**src/design/oxad_pkg.sv**
```systemverilog
// Package for the on-chip bus address decoder: windows, enables, timing and carriers.
// Assumes a 24-bit byte address space and a 16-bit data path.
package oxad_pkg;

  // ************************************************************
  // Address map
  // ************************************************************
  localparam logic [23:0] OXAD_SXRAM_LO   = 24'h00E000;
  localparam logic [23:0] OXAD_SXRAM_HI   = 24'h00E7FF;
  localparam logic [23:0] OXAD_LXRAM_LO   = 24'h00C000;
  localparam logic [23:0] OXAD_LXRAM_HI   = 24'h00DFFF;
  localparam logic [23:0] OXAD_NET1_LO    = 24'h00EF00;
  localparam logic [23:0] OXAD_NET1_HI    = 24'h00EFFF;
  localparam logic [23:0] OXAD_NET2_LO    = 24'h00EE00;
  localparam logic [23:0] OXAD_NET2_HI    = 24'h00EEFF;
  localparam int          OXAD_SFR_BYTES  = 1024;
  localparam int          OXAD_SFR_AREA   = 512;
  localparam int          OXAD_INTERNAL_DUAL_PORT_RAM_BYTES = 2048;
  localparam int          OXAD_BANK_REGS  = 16;

  // ************************************************************
  // Peripheral configuration fields and reset value
  // ************************************************************
  localparam int          OXAD_NET1_BIT   = 0;
  localparam int          OXAD_NET2_BIT   = 1;
  localparam int          OXAD_SXRAM_BIT  = 2;
  localparam int          OXAD_LXRAM_BIT  = 3;
  localparam int          OXAD_GLOBAL_BIT = 2;
  localparam logic [3:0]  OXAD_PCFG_RESET = 4'h5;

  // ************************************************************
  // Timing
  // ************************************************************
  localparam logic [1:0]  OXAD_XRAM_WAITS = 2'h0;
  localparam logic [1:0]  OXAD_NET_WAITS  = 2'h2;
  localparam logic [3:0]  OXAD_SEG_FULL   = 4'h8;
  localparam logic [3:0]  OXAD_SEG_NET    = 4'h4;

  typedef enum logic [2:0] {
    OXAD_TGT_EXT,
    OXAD_TGT_SXRAM,
    OXAD_TGT_LXRAM,
    OXAD_TGT_NET1,
    OXAD_TGT_NET2
  } oxad_target_type;

  typedef struct packed {
    logic        valid;
    logic        write;
    logic [1:0]  byte_en;
    logic [23:0] addr;
    logic [15:0] wdata;
  } oxad_req_type;

  typedef struct packed {
    logic        valid;
    logic        write;
    logic [1:0]  byte_en;
    logic [23:0] addr;
    logic [15:0] wdata;
  } oxad_fwd_type;

endpackage : oxad_pkg

```
**src/design/oxad_decoder.sv**
```systemverilog
// Address decoder that steers core accesses to on-chip extension RAM,
// the two network modules, or the external memory interface.
// Assumes one request at a time; the core holds a request until o_ready.
`timescale 1ns/1ns
`default_nettype none

module oxad_decoder
  import oxad_pkg::*;
(
  // Clock and reset
  input  wire logic      i_clk,
  input  wire logic      i_rst,
  // Configuration
  input  wire logic      i_global_enable,
  input  wire logic      i_pcfg_we,
  input  wire logic [3:0] i_pcfg_wdata,
  output logic [3:0]     o_pcfg,
  output logic [3:0]     o_seg_lines,
  // Core request
  input  wire oxad_req_type i_req,
  output logic           o_ready,
  output logic [15:0]    o_rdata,
  // On-chip targets
  output oxad_fwd_type   o_sxram,
  output oxad_fwd_type   o_lxram,
  output oxad_fwd_type   o_net1,
  output oxad_fwd_type   o_net2,
  input  wire logic [15:0] i_sxram_rdata,
  input  wire logic [15:0] i_lxram_rdata,
  input  wire logic [15:0] i_net1_rdata,
  input  wire logic [15:0] i_net2_rdata,
  // External memory interface
  output oxad_fwd_type   o_ext,
  input  wire logic      i_ext_ready,
  input  wire logic [15:0] i_ext_rdata
);

  // ************************************************************
  // Peripheral configuration
  // ************************************************************
  logic [3:0] pcfg_q;
  logic       pcfg_wr_ok;

  // Once the global enable is set the map is frozen so decode cannot move mid-run.
  assign pcfg_wr_ok = i_pcfg_we & ~i_global_enable;

  always_ff @(posedge i_clk or posedge i_rst) begin
    if (i_rst) begin
      pcfg_q <= OXAD_PCFG_RESET;
    end else if (pcfg_wr_ok) begin
      pcfg_q <= i_pcfg_wdata;
    end
  end

  assign o_pcfg = pcfg_q;

  // ************************************************************
  // Window decode
  // ************************************************************
  function automatic logic in_win(input logic [23:0] a, input logic [23:0] lo,
                                  input logic [23:0] hi);
    in_win = (a >= lo) && (a <= hi);
  endfunction : in_win

  wire logic sx_on = i_global_enable & pcfg_q[OXAD_SXRAM_BIT];
  wire logic lx_on = i_global_enable & pcfg_q[OXAD_LXRAM_BIT];
  wire logic n1_on = i_global_enable & pcfg_q[OXAD_NET1_BIT];
  wire logic n2_on = i_global_enable & pcfg_q[OXAD_NET2_BIT];

  wire logic hit_sx = in_win(i_req.addr, OXAD_SXRAM_LO, OXAD_SXRAM_HI) & sx_on;
  wire logic hit_lx = in_win(i_req.addr, OXAD_LXRAM_LO, OXAD_LXRAM_HI) & lx_on;
  wire logic hit_n1 = in_win(i_req.addr, OXAD_NET1_LO, OXAD_NET1_HI) & n1_on;
  wire logic hit_n2 = in_win(i_req.addr, OXAD_NET2_LO, OXAD_NET2_HI) & n2_on;

  // Anything not claimed on chip, including disabled windows, goes external.
  oxad_target_type tgt;
  assign tgt = hit_sx ? OXAD_TGT_SXRAM :
               hit_lx ? OXAD_TGT_LXRAM :
               hit_n1 ? OXAD_TGT_NET1  :
               hit_n2 ? OXAD_TGT_NET2  : OXAD_TGT_EXT;

  // Four segment lines when any network module is in use, eight otherwise.
  assign o_seg_lines = (n1_on | n2_on) ? OXAD_SEG_NET : OXAD_SEG_FULL;

  // ************************************************************
  // Wait-state sequencing
  // ************************************************************
  logic [1:0] wait_q;
  logic [1:0] wait_d;
  logic       net_tgt;
  logic       onchip_done;

  assign net_tgt = (tgt == OXAD_TGT_NET1) | (tgt == OXAD_TGT_NET2);
  // Extension RAM finishes in the request cycle; net modules after two waits.
  assign onchip_done = net_tgt ? (wait_q == OXAD_NET_WAITS)
                               : (wait_q == OXAD_XRAM_WAITS);
  assign wait_d = (i_req.valid & net_tgt & ~onchip_done) ? wait_q + 2'h1 : 2'h0;

  always_ff @(posedge i_clk or posedge i_rst) begin
    if (i_rst) begin
      wait_q <= 2'h0;
    end else begin
      wait_q <= wait_d;
    end
  end

  // ************************************************************
  // Forwarding and answer
  // ************************************************************
  function automatic oxad_fwd_type fwd(input oxad_req_type r, input logic sel);
    fwd.valid   = r.valid & sel;
    fwd.write   = r.write & sel;
    fwd.byte_en = sel ? r.byte_en : 2'h0;
    fwd.addr    = r.addr;
    fwd.wdata   = r.wdata;
  endfunction : fwd

  assign o_sxram = fwd(i_req, tgt == OXAD_TGT_SXRAM);
  assign o_lxram = fwd(i_req, tgt == OXAD_TGT_LXRAM);
  assign o_net1  = fwd(i_req, tgt == OXAD_TGT_NET1);
  assign o_net2  = fwd(i_req, tgt == OXAD_TGT_NET2);
  assign o_ext   = fwd(i_req, tgt == OXAD_TGT_EXT);

  wire logic [15:0] rdata_sel =
    (tgt == OXAD_TGT_SXRAM) ? i_sxram_rdata :
    (tgt == OXAD_TGT_LXRAM) ? i_lxram_rdata :
    (tgt == OXAD_TGT_NET1)  ? i_net1_rdata  :
    (tgt == OXAD_TGT_NET2)  ? i_net2_rdata  : i_ext_rdata;

  assign o_ready = i_req.valid & ((tgt == OXAD_TGT_EXT) ? i_ext_ready : onchip_done);

  // Read data is registered, so it is valid the cycle after o_ready.
  logic [15:0] rdata_q;
  always_ff @(posedge i_clk or posedge i_rst) begin
    if (i_rst) begin
      rdata_q <= 16'h0000;
    end else if (o_ready & ~i_req.write) begin
      rdata_q <= rdata_sel;
    end
  end

  assign o_rdata = rdata_q;

endmodule : oxad_decoder

`default_nettype wire

```
**config.mk**
```make
export PLATFORM = sky130hd
export DESIGN_NAME = oxad_decoder
export DESIGN_NICKNAME = d
export VERILOG_FILES = /design/src/design/oxad_pkg.sv /design/src/design/oxad_decoder.sv
export SDC_FILE = /design/constraint.sdc
export NUM_CORES = 1
export LEC_CHECK = 0
export BUFFER_PORTS_ARGS = -buffer_cell sky130_fd_sc_hd__buf_2
export CORE_AREA = 2 2 145 147
export CTS_BUF_LIST = sky130_fd_sc_hd__clkbuf_4
export CTS_CLUSTER_SIZE = 24
export DETAILED_ROUTE_END_ITERATION = 7
export DIE_AREA = 0 0 147 149
export PLACE_DENSITY = 0.48
export SKIP_CTS_REPAIR_TIMING = 1
export SLEW_MARGIN = 40
export SYNTH_ARGS = -nofsm -noshare
export SYNTH_HDL_FRONTEND = slang
export SYNTH_SLANG_ARGS = --single-unit
```
**constraint.sdc**
```tcl
create_clock -name i_clk -period 2.8 [get_ports i_clk]
set_input_delay 0.14 -clock i_clk [delete_from_list [all_inputs] [get_ports i_clk]]
set_output_delay 0.14 -clock i_clk [all_outputs]
set_load 0.005 [all_outputs]
```
# Yosys cells after proc, flatten, opt, wreduce, memory -nomap -nowiden
# Cells that the tools add are included.
# word_totals
reg_bits	22
in_bits	133
out_inout_bits	245
wordCells	68
# op_classes
addsub	1
magnitude_cmp	8
n_eq_ne	5
mux	17
bitwise	28
reduce_logical	6
# ops
op	n
24-bit by 16-bit >= comparator with 1-bit output (second input constant)	4
24-bit by 16-bit <= comparator with 1-bit output (second input constant)	4
16-bit two-way mux	4
1-bit AND	23
2-bit two-way mux	6
3-bit two-way mux	4
3-bit by 2-bit == test with 1-bit output (second input constant)	2
1-bit logical AND	4
4-bit two-way mux	1
3-bit by 1-bit == test with 1-bit output (second input constant)	1
3-bit == test (second input constant)	1
3-bit zero test	1
1-bit NOT	3
2-bit by 1-bit adder with 2-bit output (second input constant)	1
2-bit == test (second input constant)	1
2-bit zero test	1
1-bit two-way mux	2
1-bit bitwise OR	2

# Logic depth before layout (Yosys ltp)
# depth
word_depth	13
ltp_mapped	7
ltp_nobuf	6

# Least setup slack after synthesis
# No wires, ideal clock.
# synth_path
kind	register to register
from	register pcfg_q[2] (netlist: o_pcfg[2])
to	register rdata_q[10] (netlist: o_rdata[10])
setup_time_ns	0.125
t_arrival_ns	1.907
required_ns	2.675
path_slack_ns	0.768
path_stages_with_launch	7
n_path_buf	1
period_less_slack_ns	2.032
path_cell_list	dfstp_2 -> nand4bb_1 -> a21boi_2 -> o211ai_2 -> o22ai_4 -> buf_8 -> mux2_4
# synth_via
elab_chain_len	9
elab_cells_between_ends	17
cone_classes	eq/ne (4); mux (7); bitwise (5); reduce/logical (1)
# synth_lines
element	line_no	source
start, declared	oxad_decoder.sv:41	logic [3:0] pcfg_q;
start signal, assigned	oxad_decoder.sv:51	pcfg_q <= i_pcfg_wdata;
1-bit AND *	oxad_decoder.sv:65	wire logic sx_on = i_global_enable & pcfg_q[OXAD_SXRAM_BIT];
1-bit AND *	oxad_decoder.sv:70	wire logic hit_sx = in_win(i_req.addr, OXAD_SXRAM_LO, OXAD_SXRAM_HI) & sx_on;
3-bit two-way mux *	oxad_decoder.sv:77	assign tgt = hit_sx ? OXAD_TGT_SXRAM :
3-bit by 2-bit == test with 1-bit output / 3-bit == test (equally long branches)	oxad_decoder.sv:93, oxad_decoder.sv:127, oxad_decoder.sv:128	
1-bit bitwise OR	oxad_decoder.sv:93	assign net_tgt = (tgt == OXAD_TGT_NET1) | (tgt == OXAD_TGT_NET2);
1-bit two-way mux	oxad_decoder.sv:95	assign onchip_done = net_tgt ? (wait_q == OXAD_NET_WAITS)
1-bit two-way mux	oxad_decoder.sv:130	assign o_ready = i_req.valid & ((tgt == OXAD_TGT_EXT) ? i_ext_ready : onchip_done);
1-bit AND	oxad_decoder.sv:130	
1-bit AND	oxad_decoder.sv:137	end else if (o_ready & ~i_req.write) begin
end signal, assigned	oxad_decoder.sv:138	rdata_q <= rdata_sel;
end, declared	oxad_decoder.sv:133	logic [15:0] rdata_q;
# Every way passes the cells marked *; elsewhere a longest branch is shown, timed or not.
# A chain may end at the register's enable or synchronous reset.

# Final worst setup path
# layout_path
from	register pcfg_q[2] (netlist: o_pcfg[2])
to	output port o_ready
# layout_via
elab_chain_len	8
elab_cells_between_ends	10
cone_classes	eq/ne (2); mux (3); bitwise (4); reduce/logical (1)
# layout_lines
element	line_no	source
1-bit AND *	oxad_decoder.sv:65	
1-bit AND *	oxad_decoder.sv:70	
3-bit two-way mux *	oxad_decoder.sv:77	
3-bit by 2-bit == test with 1-bit output / 3-bit == test (equally long branches)	oxad_decoder.sv:93	
1-bit bitwise OR	oxad_decoder.sv:93	
1-bit two-way mux	oxad_decoder.sv:95	
1-bit two-way mux *	oxad_decoder.sv:130	
1-bit AND *	oxad_decoder.sv:130	
end, declared	oxad_decoder.sv:21	output logic o_ready,
# Marks and branches as above.

==> flow_metrics.tcl <==
set metrics [dict create \
    status "complete, no violations" \
    antenna_found_initial 0 \
    cts_tree "done" \
    cp_cell_sequence "nand4bb_1 -> o211a_1 -> o22a_1 -> o2bb2ai_1 -> and2_1 -> buf_2" \
    cp.arrival_ns 2.14 \
    clock_path_buffers 2 \
    reg2reg_from "o_pcfg[2]" \
    synth_top_family_by_area "buffers and inverters" \
    m1WireLength_um 4420 \
    start_kind "register" \
    synth_compound_area_share_pct 16.3 \
    clock_power_share_pct 23.7 \
    power_frac_comb_pct 39.6 \
    io_buffers 231 \
    finalInstanceArea_mm2 0.00348 \
    die_h_um 149 \
    yosysWarnings 0 \
    synth_fa_ha_area_share_pct 0.728 \
    ys_ff_latch 22 \
    hp-class "input port to register" \
    htreeDepth 1 \
    async_flop_share_pct 100 \
    placed_cells 695 \
    finalNonFillerCells 700 \
    synthFlopType "dfrtp_1" \
    io_pins 378 \
    initial_core_util_pct 16.7 \
    drt-pass1-iter-count 4 \
    die_w_um 147 \
    p_sw_mw 0.359 \
    cp_data_required_time_ns 2.66 \
    p_int_mw 0.761 \
    synth_edf_count 0 \
    numCtsBuffers 3 \
    whs_ns 0.0332 \
    detail-route-antenna-nets 0 \
    core_area_mm2 0.0206 \
    topRoutingLayerUsed "met4" \
    min_delay_path_depth 2 \
    final_common_cell "buf_2" \
    dr_wl_met3_um 814 \
    max_cap_viol_count 0 \
    fmax_mhz 438 \
    final_cell_mix "buf_2 (231), dfrtp_1 (20), and3_1 (18)" \
    worstPathMaxFanout 6 \
    fin_tns_setup_ns 0 \
    insertion_delay_ns 0.34 \
    drtIter0Drc 42 \
    area_growth_pct 1.20 \
    slowest_delay_ns 0.60 \
    wirelength_um 11800 \
    power_density_mw_per_mm2 322 \
    path_class "register to primary output" \
    synth-simple-area-share_pct 12.0 \
    r2r_slack_ns 0.55 \
    clkSlewWorstSetupHoldPaths_ns 0.14 \
    row_count 53 \
    power.leakage_nw 1.74 \
    yosysUniqueCellTypes 44 \
    hold_start "i_pcfg_wdata[0]" \
    place.gp.congestion 0.646 \
    grt_first_pass_wirelength_um 16300 \
    grt_max_degree 23 \
    synth_xor_area_share_pct 0 \
    finClkSkew_ns 0.0124 \
    grtUsageTotal_pct 10.1 \
    yosysSeqAreaShare_pct 16.1 \
    vias_per_cell 3.78 \
    placed_area_mm2 0.00341 \
    grt_pass1_vias 2632 \
    num_vias 2647 \
    synth_area_mm2 0.00344 \
    whs_endpoint "o_pcfg[0]" \
    final_core_util_pct 16.9 \
    sw_frac_of_total_pct 32.0 \
    cts_root_buf "clkbuf_4" \
    period_minus_slack_ns 2.28 \
    drv_slew 0 \
    clkSinkCount 22 \
    worst_setup_path_end_kind "primary output" \
    final_nets 561 \
    p_seq_share_pct 36.8 \
    wl_met2_um 6330 \
    grt-ovfl-total 0 \
    period_share_pct 81.6 \
    post-dp-hpwl_um 9530 \
    setup_violations 0 \
    syn_inst 398 \
    drive_gt1_share_pct 65.4 \
    hold_viol_final 0 \
    drc 0 \
    synth.avg_cell_area_um2 8.64 \
    synthMuxAreaShare_pct 7.64 \
    wl_per_cell_um 16.8 \
    relSlewSlack_pct 55.5 \
    rsz0062_at_grt "false" \
    vdd_drop_max_mv 0.206 \
    antenna_cells 0 \
    regToRegEndpoint "o_rdata[11]" \
    rr_worst_depth 6 \
    slowest_stage "dfstp_2" \
    fp.dieArea_mm2 0.0219 \
    tightest_slew_ns 0.666 \
]
==> worst max-delay path: cells and delay by family (launching register included) <==
kind | cells | cell delay, ns
AO/OA/AOI/OAI | 3 | 0.71
AND/OR/NAND/NOR | 2 | 0.39
flip-flops | 1 | 0.60
buffers and inverters | 1 | 0.12
==> routing by layer <==
layer | vias to the layer above | global-route usage [%]
met4 | 0 | 2.64
met1 | 1198 | 10.8
met3 | 24 | 1.90
li1 | 1227 | -
met2 | 198 | 20.1
met5 | - | 0
==> per-stage QoR <==
stage / setup slack, ns / power, mW
floorplan: 0.768 / 0.815
global placement: 0.425 / 0.873
detailed placement: 0.390 / 0.872
CTS: 0.434 / 1.15
global route: 0.395 / 1.20
finish: 0.515 / 1.12
==> cell type report <==
type                    count  area (um^2)
multi-input cells         154         1280
fillers                  2368        17100
repair buffers            240         1230
clock buffers               3         22.5
well taps                 275          344
inverters                   5         18.8
flip-flops and latches     22          553
clock inverters             1         30.0
==> sequential cells by signal, indices dropped and copies added (netlist names) <==
signal   flops
wait_q       2
o_rdata     16
o_pcfg       4
==> power by group through the flow <==
stage	clock, mW	sequential [mW]	combinational, mW
global route	0.287	0.420	0.489
finish	0.265	0.412	0.443
floorplan	0	0.413	0.402
CTS	0.285	0.413	0.454
detailed placement	0	0.417	0.455
global placement	0	0.419	0.453
==> synth_stat cells (2+ instances only) <==
| cell | number | area (um^2) |
|---|---|---|
| a22o_1 | 16 | 140 |
| nand2_1 | 7 | 26.3 |
| buf_1 | 2 | 7.51 |
| buf_4 | 202 | 1520 |
| inv_1 | 5 | 18.8 |
| nor2_1 | 13 | 48.8 |
| a2111oi_0 | 2 | 17.5 |
| clkbuf_1 | 8 | 30.0 |
| mux2_4 | 10 | 150 |
| buf_2 | 4 | 20.0 |
| nand3_1 | 4 | 20.0 |
| dfrtp_1 | 20 | 500 |
| ha_1 | 2 | 25.0 |
| o2bb2ai_1 | 17 | 149 |
| and2_1 | 11 | 68.8 |
| a221oi_1 | 16 | 140 |
| and3_1 | 18 | 113 |
| nand4_1 | 2 | 12.5 |
| nor2b_1 | 3 | 18.8 |
| mux2_2 | 10 | 113 |
| dfstp_2 | 2 | 52.6 |
| and4bb_2 | 2 | 25.0 |
==> worst max-delay path by stage <==
| stage | from | endpoint | slack [ns] | cells after the start |
|---|---|---|---|---|
| floorplan | o_pcfg[2] | o_rdata[10] | 0.77 | 6 |
| global placement | i_req[37] | o_rdata[1] | 0.42 | 5 |
| detailed placement | i_req[37] | o_rdata[15] | 0.39 | 7 |
| CTS | o_pcfg[1] | o_ready | 0.43 | 7 |
| global route | o_pcfg[2] | o_ready | 0.39 | 6 |
| finish | o_pcfg[2] | o_ready | 0.52 | 6 |
==> logic make-up after synthesis <==
group,after synthesis
simple gates,69
fa+ha+maj,2
flops,22
mux,20
other cells,1
compound gates,61
buf+inv,223
(Power assumes the default switching activity.)
